$ cat src/design/wfr_pkg.sv
package wfr_pkg;

	// Core clock and watchdog time units
	localparam int unsigned CLK_HZ         = 20_000_000;
	localparam int unsigned SHORT_TICK_MS  = 150;
	localparam int unsigned LONG_TICK_MS   = 2500;
	localparam int unsigned SHORT_TICK_CYC = (CLK_HZ / 1000) * SHORT_TICK_MS;
	localparam int unsigned LONG_TICK_CYC  = (CLK_HZ / 1000) * LONG_TICK_MS;
	localparam int unsigned TICK_CNT_W     = 26;

	// Width of the reset pulse, in core cycles
	localparam logic [4:0]  RST_PULSE_CYC  = 5'h10;

	// Divider offset in the frequency equation
	localparam logic [8:0]  DIV_OFFSET     = 9'h003;

	// Register offsets
	localparam logic [3:0]  OFF_CTRL       = 4'h0;
	localparam logic [3:0]  OFF_SEL        = 4'h1;
	localparam logic [3:0]  OFF_PROG_N     = 4'h2;
	localparam logic [3:0]  OFF_PROG_M     = 4'h3;
	localparam logic [3:0]  OFF_REC_N      = 4'h4;
	localparam logic [3:0]  OFF_REC_M      = 4'h5;
	localparam logic [3:0]  OFF_WDT        = 4'h6;
	localparam logic [3:0]  OFF_STATUS     = 4'h7;
	localparam logic [3:0]  OFF_COUNT      = 4'h8;
	localparam logic [3:0]  OFF_PINS       = 4'h9;
	localparam logic [3:0]  OFF_ACTIVE     = 4'ha;

	// Control register bit positions
	localparam int unsigned CTRL_PROG_EN   = 0;
	localparam int unsigned CTRL_OVERRIDE  = 1;
	localparam int unsigned CTRL_REC_SRC   = 2;
	localparam int unsigned CTRL_WD_RUN    = 3;
	localparam int unsigned CTRL_WD_LONG   = 4;
	localparam int unsigned CTRL_RST_WD    = 5;
	localparam int unsigned CTRL_RST_FC    = 6;

	// Status register bit positions
	localparam int unsigned STAT_TIMEOUT   = 0;
	localparam int unsigned STAT_RECOVERY  = 1;
	localparam int unsigned STAT_RUNNING   = 2;

	// Values after reset
	localparam logic [7:0]  CTRL_RST       = 8'h00;
	localparam logic [4:0]  SEL_RST        = 5'h00;
	localparam logic [7:0]  PROG_N_RST     = 8'h61;
	localparam logic [6:0]  PROG_M_RST     = 7'h5d;
	localparam logic [7:0]  REC_N_RST      = 8'h61;
	localparam logic [6:0]  REC_M_RST      = 7'h5d;
	localparam logic [4:0]  WDT_VAL_RST    = 5'h1f;
	localparam logic [4:0]  PINS_RST       = 5'h00;

	typedef enum logic [1:0] {
		WD_IDLE,
		WD_RUN,
		WD_DONE
	} wfr_wd_state_t;

endpackage

$ cat src/design/wfr_ctl_if.sv
`timescale 1ns/10ps
interface wfr_ctl_if;
	// Prescaler link
	logic       pre_run;
	logic       pre_long;
	logic       pre_clear;
	logic       pre_tick;
	// Frequency selection link
	logic       prog_en;
	logic       override;
	logic       recovery;
	logic       rec_src;
	logic [4:0] pin_sel;
	logic [4:0] sw_sel;
	logic [7:0] prog_n;
	logic [6:0] prog_m;
	logic [7:0] rec_n;
	logic [6:0] rec_m;
	logic [4:0] act_sel;
	logic [8:0] act_np3;
	logic [7:0] act_mp3;
	logic       act_prog;

	modport core (output pre_run, pre_long, pre_clear, input pre_tick,
		output prog_en, override, recovery, rec_src, pin_sel, sw_sel,
		output prog_n, prog_m, rec_n, rec_m,
		input act_sel, act_np3, act_mp3, act_prog);
	modport pre (input pre_run, pre_long, pre_clear, output pre_tick);
	modport frq (input prog_en, override, recovery, rec_src, pin_sel,
		input sw_sel, prog_n, prog_m, rec_n, rec_m,
		output act_sel, act_np3, act_mp3, act_prog);
endinterface

$ cat src/design/wfr_prescaler.sv
`timescale 1ns/10ps
module wfr_prescaler
	import wfr_pkg::*;
#(
	parameter int unsigned SHORT_CYC = SHORT_TICK_CYC,
	parameter int unsigned LONG_CYC  = LONG_TICK_CYC
) (
	input  wire logic i_core_clk, // Core clock
	input  wire logic i_reset,    // Synchronous reset, active high
	wfr_ctl_if.pre    ctl         // Run, unit select and tick
);
	typedef struct packed {
		logic [TICK_CNT_W-1:0] cnt;
		logic                  tick;
	} wfr_pre_t;

	wfr_pre_t s_q;
	wfr_pre_t s_d;
	logic [TICK_CNT_W-1:0] last;

	// Unit of the watchdog: short or long tick
	assign last = ctl.pre_long ? TICK_CNT_W'(LONG_CYC - 1)
		: TICK_CNT_W'(SHORT_CYC - 1);

	always_comb begin
		s_d = s_q;
		s_d.tick = 1'b0;
		if (!ctl.pre_run || ctl.pre_clear) begin
			s_d.cnt = '0;
		end else if (s_q.cnt >= last) begin
			s_d.cnt = '0;
			s_d.tick = 1'b1;
		end else begin
			s_d.cnt = s_q.cnt + TICK_CNT_W'(1);
		end
	end

	always_ff @(posedge i_core_clk) begin
		if (i_reset) begin
			s_q <= '0;
		end else begin
			s_q <= s_d;
		end
	end

	assign ctl.pre_tick = s_q.tick;
endmodule

$ cat src/design/wfr_freq_mux.sv
`timescale 1ns/10ps
module wfr_freq_mux
	import wfr_pkg::*;
(
	wfr_ctl_if.frq ctl // Selection inputs and active frequency
);
	always_comb begin
		// Ratio and gear come from pins or software select
		ctl.act_sel = ctl.override ? ctl.sw_sel : ctl.pin_sel;
		ctl.act_prog = ctl.prog_en;
		// Divider terms of G*(N+3)/(M+3)
		ctl.act_np3 = {1'b0, ctl.prog_n} + DIV_OFFSET;
		ctl.act_mp3 = {1'b0, ctl.prog_m} + DIV_OFFSET[7:0];
		if (ctl.recovery) begin
			// Recovery frequency after a time-out
			if (ctl.rec_src) begin
				ctl.act_prog = 1'b1;
				ctl.act_np3 = {1'b0, ctl.rec_n} + DIV_OFFSET;
				ctl.act_mp3 = {1'b0, ctl.rec_m} + DIV_OFFSET[7:0];
			end else begin
				ctl.act_sel = ctl.pin_sel;
				ctl.act_prog = 1'b0;
			end
		end
	end
endmodule

$ cat src/design/wfr_watchdog.sv
// Summary of operation
// - Ratio comes from latched pins, or software select when override set.
// - Writing recovery N or M alone starts loading the new frequency.
// - Run-enable low stops the watchdog and reloads its time-out.
// - Run-enable high: watchdog counts down after a frequency change.
// - Time-out flag reads 1 after time-out; write 1 clears, 0 ignored.
// - Five-bit time-out value, unit set by the tick select bit.
// - Span 150 ms to 4.8 s short, 2.5 s to 80 s long.
// - Count reaching zero sets the time-out flag.
// - Tick select 0 gives 150 ms units, 1 gives 2.5 s units.
// - Reset pulse on time-out only when its enable bit is set.
// - Reset pulse after frequency change only when its enable is set.
// - Programmed frequency is gear times (N+3) over (M+3).
// - Gear constant follows the active five-bit frequency select.
// - Time-out switches to recovery frequency from pins or recovery N/M.
//
// Added by the designer: strobed register access and the address map.
`timescale 1ns/10ps
module wfr_watchdog
	import wfr_pkg::*;
#(
	parameter int unsigned SHORT_CYC = SHORT_TICK_CYC,
	parameter int unsigned LONG_CYC  = LONG_TICK_CYC
) (
	input  wire logic       i_core_clk,         // Core clock, 20 MHz
	input  wire logic       i_reset,            // Synchronous reset
	input  wire logic [4:0] i_freq_select_pins, // Strap pins, taken once
	input  wire logic [3:0] i_addr,             // Register address
	input  wire logic [7:0] i_wdata,            // Register write data
	input  wire logic       i_wr,               // Write strobe
	input  wire logic       i_rd,               // Read strobe
	output logic      [7:0] o_rdata,            // Read data, next cycle
	output logic      [4:0] o_ratio_sel,        // Active ratio/gear select
	output logic      [8:0] o_div_n,            // Active N+3
	output logic      [7:0] o_div_m,            // Active M+3
	output logic            o_prog_active,      // Dividers in use
	output logic            o_freq_load,        // Load pulse to the PLL
	output logic            o_sys_reset,        // System reset pulse
	output logic            o_wdt_timeout       // Time-out flag level
);
	typedef struct packed {
		logic [7:0]    ctrl;
		logic [4:0]    sw_sel;
		logic [7:0]    prog_n;
		logic [6:0]    prog_m;
		logic [7:0]    rec_n;
		logic [6:0]    rec_m;
		logic [4:0]    wd_val;
		logic          to_flag;
		logic [5:0]    wd_cnt;
		wfr_wd_state_t wd_st;
		logic          recovery;
		logic [4:0]    pin_sel;
		logic          pins_taken;
		logic [7:0]    rdata;
		logic [4:0]    rst_cnt;
		logic          rst_out;
		logic          load_pend;
		logic          load;
		logic [4:0]    out_sel;
		logic [8:0]    out_np3;
		logic [7:0]    out_mp3;
		logic          out_prog;
	} wfr_core_t;

	wfr_core_t s_q;
	wfr_core_t s_d;
	logic      fc;
	logic      tmo;
	logic      flag_clr;
	logic      div_wr;

	wfr_ctl_if ctl ();

	wfr_prescaler #(
		.SHORT_CYC (SHORT_CYC),
		.LONG_CYC  (LONG_CYC)
	) wfr_prescaler_inst (
		.i_core_clk (i_core_clk),
		.i_reset    (i_reset),
		.ctl        (ctl)
	);

	wfr_freq_mux wfr_freq_mux_inst (
		.ctl (ctl)
	);

	function automatic logic hit(input logic [3:0] a, input logic [3:0] off);
		hit = (a == off);
	endfunction

	assign ctl.pre_run   = (s_q.wd_st == WD_RUN);
	assign ctl.pre_long  = s_q.ctrl[CTRL_WD_LONG];
	assign ctl.pre_clear = fc;
	assign ctl.prog_en   = s_q.ctrl[CTRL_PROG_EN];
	assign ctl.override  = s_q.ctrl[CTRL_OVERRIDE];
	assign ctl.rec_src   = s_q.ctrl[CTRL_REC_SRC];
	assign ctl.recovery  = s_q.recovery;
	assign ctl.pin_sel   = s_q.pin_sel;
	assign ctl.sw_sel    = s_q.sw_sel;
	assign ctl.prog_n    = s_q.prog_n;
	assign ctl.prog_m    = s_q.prog_m;
	assign ctl.rec_n     = s_q.rec_n;
	assign ctl.rec_m     = s_q.rec_m;

	// A frequency change is any move of the active selection
	assign fc = (ctl.act_sel != s_q.out_sel) || (ctl.act_np3 != s_q.out_np3)
		|| (ctl.act_mp3 != s_q.out_mp3) || (ctl.act_prog != s_q.out_prog);
	assign tmo = s_q.ctrl[CTRL_WD_RUN] && (s_q.wd_st == WD_RUN) && !fc
		&& ctl.pre_tick && (s_q.wd_cnt == 6'h01);
	assign flag_clr = i_wr && hit(i_addr, OFF_STATUS) && i_wdata[STAT_TIMEOUT];
	assign div_wr = i_wr && (hit(i_addr, OFF_PROG_N) || hit(i_addr, OFF_PROG_M)
		|| hit(i_addr, OFF_REC_N) || hit(i_addr, OFF_REC_M));

	always_comb begin
		s_d = s_q;
		// Strap pins are caught once after reset is released
		if (!s_q.pins_taken) begin
			s_d.pin_sel = i_freq_select_pins;
			s_d.pins_taken = 1'b1;
		end
		if (i_wr) begin
			case (i_addr)
				OFF_CTRL:   s_d.ctrl = {1'b0, i_wdata[6:0]};
				OFF_SEL:    s_d.sw_sel = i_wdata[4:0];
				OFF_PROG_N: s_d.prog_n = i_wdata;
				OFF_PROG_M: s_d.prog_m = i_wdata[6:0];
				OFF_REC_N:  s_d.rec_n = i_wdata;
				OFF_REC_M:  s_d.rec_m = i_wdata[6:0];
				OFF_WDT:    s_d.wd_val = i_wdata[4:0];
				default:    s_d.rec_m = s_d.rec_m;
			endcase
		end
		// Each divider write loads, even if only one half changed
		s_d.load_pend = div_wr;
		s_d.load = fc || s_q.load_pend;
		s_d.out_sel = ctl.act_sel;
		s_d.out_np3 = ctl.act_np3;
		s_d.out_mp3 = ctl.act_mp3;
		s_d.out_prog = ctl.act_prog;

		// Watchdog sequencing
		if (!s_q.ctrl[CTRL_WD_RUN]) begin
			s_d.wd_st = WD_IDLE;
			s_d.wd_cnt = {1'b0, s_q.wd_val} + 6'h01;
		end else begin
			case (s_q.wd_st)
				WD_IDLE: begin
					if (fc) begin
						s_d.wd_st = WD_RUN;
						s_d.wd_cnt = {1'b0, s_q.wd_val} + 6'h01;
					end
				end
				WD_RUN: begin
					if (fc) begin
						s_d.wd_cnt = {1'b0, s_q.wd_val} + 6'h01;
					end else if (tmo) begin
						s_d.wd_cnt = 6'h00;
						s_d.wd_st = WD_DONE;
					end else if (ctl.pre_tick) begin
						s_d.wd_cnt = s_q.wd_cnt - 6'h01;
					end
				end
				WD_DONE: s_d.wd_cnt = 6'h00;
				default: s_d.wd_st = WD_IDLE;
			endcase
		end

		// Set wins over a clear in the same cycle
		s_d.to_flag = tmo || (s_q.to_flag && !flag_clr);
		// Recovery holds until software acknowledges the time-out
		s_d.recovery = tmo || (s_q.recovery && !flag_clr);

		// Reset pulse generation
		if ((tmo && s_q.ctrl[CTRL_RST_WD]) || (fc && s_q.ctrl[CTRL_RST_FC])) begin
			s_d.rst_cnt = RST_PULSE_CYC;
		end else if (s_q.rst_cnt != 5'h00) begin
			s_d.rst_cnt = s_q.rst_cnt - 5'h01;
		end
		s_d.rst_out = (s_d.rst_cnt != 5'h00);

		// Read data stand only in the cycle after the strobe
		s_d.rdata = 8'h00;
		if (i_rd) begin
			case (i_addr)
				OFF_CTRL:   s_d.rdata = s_q.ctrl;
				OFF_SEL:    s_d.rdata = {3'h0, s_q.sw_sel};
				OFF_PROG_N: s_d.rdata = s_q.prog_n;
				OFF_PROG_M: s_d.rdata = {1'b0, s_q.prog_m};
				OFF_REC_N:  s_d.rdata = s_q.rec_n;
				OFF_REC_M:  s_d.rdata = {1'b0, s_q.rec_m};
				OFF_WDT:    s_d.rdata = {3'h0, s_q.wd_val};
				OFF_STATUS: s_d.rdata = {5'h00, (s_q.wd_st == WD_RUN),
					s_q.recovery, s_q.to_flag};
				OFF_COUNT:  s_d.rdata = {2'h0, s_q.wd_cnt};
				OFF_PINS:   s_d.rdata = {3'h0, s_q.pin_sel};
				OFF_ACTIVE: s_d.rdata = {2'h0, s_q.out_prog, s_q.out_sel};
				default:    s_d.rdata = 8'h00;
			endcase
		end
	end

	always_ff @(posedge i_core_clk) begin
		if (i_reset) begin
			s_q <= '{ctrl: CTRL_RST, sw_sel: SEL_RST, prog_n: PROG_N_RST,
				prog_m: PROG_M_RST, rec_n: REC_N_RST, rec_m: REC_M_RST,
				wd_val: WDT_VAL_RST, to_flag: 1'b0,
				wd_cnt: {1'b0, WDT_VAL_RST} + 6'h01, wd_st: WD_IDLE,
				recovery: 1'b0, pin_sel: PINS_RST, pins_taken: 1'b0,
				rdata: 8'h00, rst_cnt: 5'h00, rst_out: 1'b0,
				load_pend: 1'b0, load: 1'b0, out_sel: PINS_RST,
				out_np3: {1'b0, PROG_N_RST} + DIV_OFFSET,
				out_mp3: {1'b0, PROG_M_RST} + DIV_OFFSET[7:0],
				out_prog: 1'b0};
		end else begin
			s_q <= s_d;
		end
	end

	assign o_rdata       = s_q.rdata;
	assign o_ratio_sel   = s_q.out_sel;
	assign o_div_n       = s_q.out_np3;
	assign o_div_m       = s_q.out_mp3;
	assign o_prog_active = s_q.out_prog;
	assign o_freq_load   = s_q.load;
	assign o_sys_reset   = s_q.rst_out;
	assign o_wdt_timeout = s_q.to_flag;
endmodule

$ cat config.mk
export PLATFORM = sky130hd
export DESIGN_NAME = wfr_watchdog
export DESIGN_NICKNAME = d
export VERILOG_FILES = /design/src/design/wfr_pkg.sv /design/src/design/wfr_ctl_if.sv /design/src/design/wfr_prescaler.sv /design/src/design/wfr_freq_mux.sv /design/src/design/wfr_watchdog.sv
export SDC_FILE = /design/constraint.sdc
export NUM_CORES = 1
export LEC_CHECK = 0
export BUFFER_PORTS_ARGS = -buffer_cell sky130_fd_sc_hd__buf_4
export CAP_MARGIN = 10
export CORE_AREA = 2 2 128 130
export DETAILED_ROUTE_END_ITERATION = 12
export DIE_AREA = 0 0 130 132
export MAX_ROUTING_LAYER = met4
export PLACE_DENSITY = 0.7
export REMOVE_ABC_BUFFERS = 1
export SYNTH_ARGS = -nofsm -noshare
export SYNTH_HDL_FRONTEND = slang
export SYNTH_SLANG_ARGS = --single-unit
$ cat constraint.sdc
create_clock -name i_core_clk -period 2.8 [get_ports i_core_clk]
set_input_delay 0 -clock i_core_clk [delete_from_list [all_inputs] [get_ports i_core_clk]]
set_output_delay 0 -clock i_core_clk [all_outputs]
set_load 0.02 [all_outputs]
==> results_dict.tcl <==
set metrics [dict create \
    synth_cells 966 \
    layout_commonest_cell "buf_4" \
    ctsLongestPathBuffers 2 \
    die_w_um 130 \
    num_vias 7933 \
    fp.dieH_um 132 \
    crit_fanout 7 \
    tightest_slew_ps 727.5 \
    grt_pass1_vias 7255 \
    synthArstFlopShare 0 \
    cts_tree "done" \
    reg2reg_from "ctl.rec_m[0]$_SDFFE_PP1P_" \
    num-nets-final 1168 \
    fin_crit_sh 1.067 \
    hold_start "i_rd" \
    dieArea_sq_um 17160 \
    routed_via_density 5.872 \
    leakagePower_nw 4.331 \
    ys_ff_latch 129 \
    cap_violations 0 \
    drtAntennaViolNets 0 \
    track_usage 0.2899 \
    violations "setup timing" \
    reg2reg_slack_ps -190 \
    wl_met3_mm 1.861 \
    synth_area_per_cell_sq_um 8.041 \
    status "finished with violations" \
    stdcell_area_sq_um 10700 \
    slew_violations 0 \
    cp-start-kind "flop" \
    synth_warnings 0 \
    worstPathRequired_ps 3160 \
    endpoint_kind "flop" \
    rsz0062_at_grt "true" \
    cp_data_arrival_time_ps 3350 \
    drt_iter0_drc 872 \
    floorplan.rows 46 \
    drc 0 \
    dp_hpwl_mm 17.19 \
    insertion_delay_ps 430 \
    irDropWorstVdd_v 0.0004393 \
    clock-root-buffer "clkbuf_16" \
    fmax_ghz 0.3347 \
    wire_per_inst_um 19.14 \
    finalSetupViolations 39 \
    n_fill_cell 1210 \
    grt_max_degree 52 \
    grt_overflow 0 \
    clock-sinks 129 \
    critPathKind "flop to flop" \
    met2WireLength_mm 12.20 \
    syn_area_sq_um 7767 \
    grt_pass1_wl_mm 38.01 \
    hold_violations 0 \
    synth_edf_count 0 \
    finClkSkew_ps 12.36 \
    antenna_cells 0 \
    power_density_nw_per_um2 480.0 \
    cts_buffers 17 \
    layout_common_cells "buf_4 (190), dfxtp_1 (119), nand2_1 (101), nor2_1 (76), nand3_1 (52)" \
    synth_ff_type "dfxtp_1" \
    initial_core_util 0.4943 \
    ys_seq_area_frac 0.3325 \
    io_pins 55 \
    portBuffers 54 \
    place_area_sq_um 8979 \
    routabilityCongestion 0.9429 \
    fin_setup_tns_ps -4839 \
    firstDrtPassIters 6 \
    startpoint "ctl.rec_m[0]$_SDFFE_PP1P_" \
    hold_path_class "input pin to flop" \
    drive_above_1_share 0.3260 \
    drt_wl_total_mm 25.85 \
    core_area_sq_um 15710 \
    max-slew-margin-rel 0.5117 \
    hold_slack_ps 58.63 \
    htreeDepth 4 \
    yosys.cell_types.count 75 \
    finalCriticalPeriod_ps 2988 \
    antenna_found_initial 0 \
    power_mw 5.135 \
    area_growth_pct 37.73 \
    wirelength_met1_mm 10.49 \
    setup_ws_ps -187.8 \
    clk_pin_slew_ps 70 \
    top_layer_used "met4" \
]
metrics by stage:
| step | setup WS [ps] | util | instances |
|---|---|---|---|
| floorplan | -423.8 | - | 878 |
| global route | -304.6 | 0.6808 | 1351 |
| CTS | -49.68 | 0.6395 | 1338 |
| finish | -187.8 | 0.6808 | 1351 |
| detailed placement | -342.7 | 0.5714 | 1284 |
| global placement | -283.9 | 0.5714 | 1284 |
critical path: stages (launching register included):
cell       delay (ps)
dfxtp_2           320
buf_4             130
buf_4             170
o21ai_1           190
buf_4             150
xor2_1            180
a2bb2oi_2         170
a32oi_2           150
or3_4             410
nor3_4            190
buf_6             140
nand2_4            50
or4_4             520
a31oi_4           160
synthesized netlist by cell type, drive strengths merged, types with 25 or more instances:
cell | count | area, sq um
a21oi | 60 | 300.3
buf | 55 | 372.9
clkbuf | 33 | 125.1
dfxtp | 129 | 2582
ha | 25 | 312.8
inv | 30 | 112.6
mux2i | 36 | 360.4
nand2 | 105 | 396.6
nand3 | 54 | 270.3
nor2 | 99 | 371.6
o21ai | 35 | 175.2
xnor2 | 35 | 306.5
xor2 | 35 | 306.5
power by group:
part	total, mW	internal, mW	switching, mW
clock network	2.37	1.46	0.907
logic	0.815	0.380	0.435
registers	1.95	1.90	0.0550
registers in the layout (all words and copies together), names as in the netlist:
signal	count
ctl.override	1
ctl.pin_sel	5
ctl.pre_long	1
ctl.prog_en	1
ctl.prog_m	7
ctl.prog_n	8
ctl.rec_m	7
ctl.rec_n	8
ctl.rec_src	1
ctl.recovery	1
ctl.sw_sel	5
o_div_m	8
o_div_n	9
o_freq_load	1
o_prog_active	1
o_ratio_sel	5
o_rdata	8
o_sys_reset	1
o_wdt_timeout	1
s_q	23
wfr_prescaler_inst.ctl.pre_tick	1
wfr_prescaler_inst.s_q	26
path summary, 6_finish.rpt:
| check | to | cells past startpoint |
|---|---|---|
| max | s_q[49]$_SDFFE_PP0P_ | 13 |
| min | o_rdata[7]$_SDFF_PP0_ | 3 |
| max reg2reg | s_q[49]$_SDFFE_PP0P_ | 13 |
| min reg2reg | o_freq_load$_SDFF_PP0_ | 2 |
layer usage:
| layer | vias to the layer above | global-route usage |
|---|---|---|
| met2 | 376 | 0.4511 |
| met3 | 103 | 0.05925 |
| met5 | - | - |
| li1 | 3703 | - |
| met1 | 3751 | 0.3635 |
| met4 | 0 | 0.1243 |
area by class of cell:
class / count / area [sq um] / area share
inverters: 31 / 116.4 / 0.01088
clock inverters: 13 / 171.4 / 0.01602
clock buffers: 19 / 452.9 / 0.04234
flip-flops and latches: 129 / 2595 / 0.2426
multi-input cells: 718 / 5246 / 0.4904
well taps: 216 / 270.3 / 0.02526
repair buffers: 225 / 1846 / 0.1725
cell families (layout without fill, tap and decap cells):
| family | Yosys count | after routing | share of synthesized area |
|---|---|---|---|
| compound gates | 191 | 191 | 0.1630 |
| xor+xnor | 71 | 71 | 0.08183 |
| fa+ha+maj | 25 | 25 | 0.04027 |
| buf+inv | 119 | 288 | 0.07909 |
| flops | 129 | 129 | 0.3325 |
| mux | 43 | 43 | 0.05799 |
| simple gates | 388 | 388 | 0.2453 |
timing repair:
action,CTS,global route
hold buffers,16,0
cloned,0,3
endpoints found under the setup margin,41,42
setup buffers,6,10
hold endpoints to repair,62,0
pin swaps,13,58
resized for setup,59,116
(Power assumes the default switching activity.)
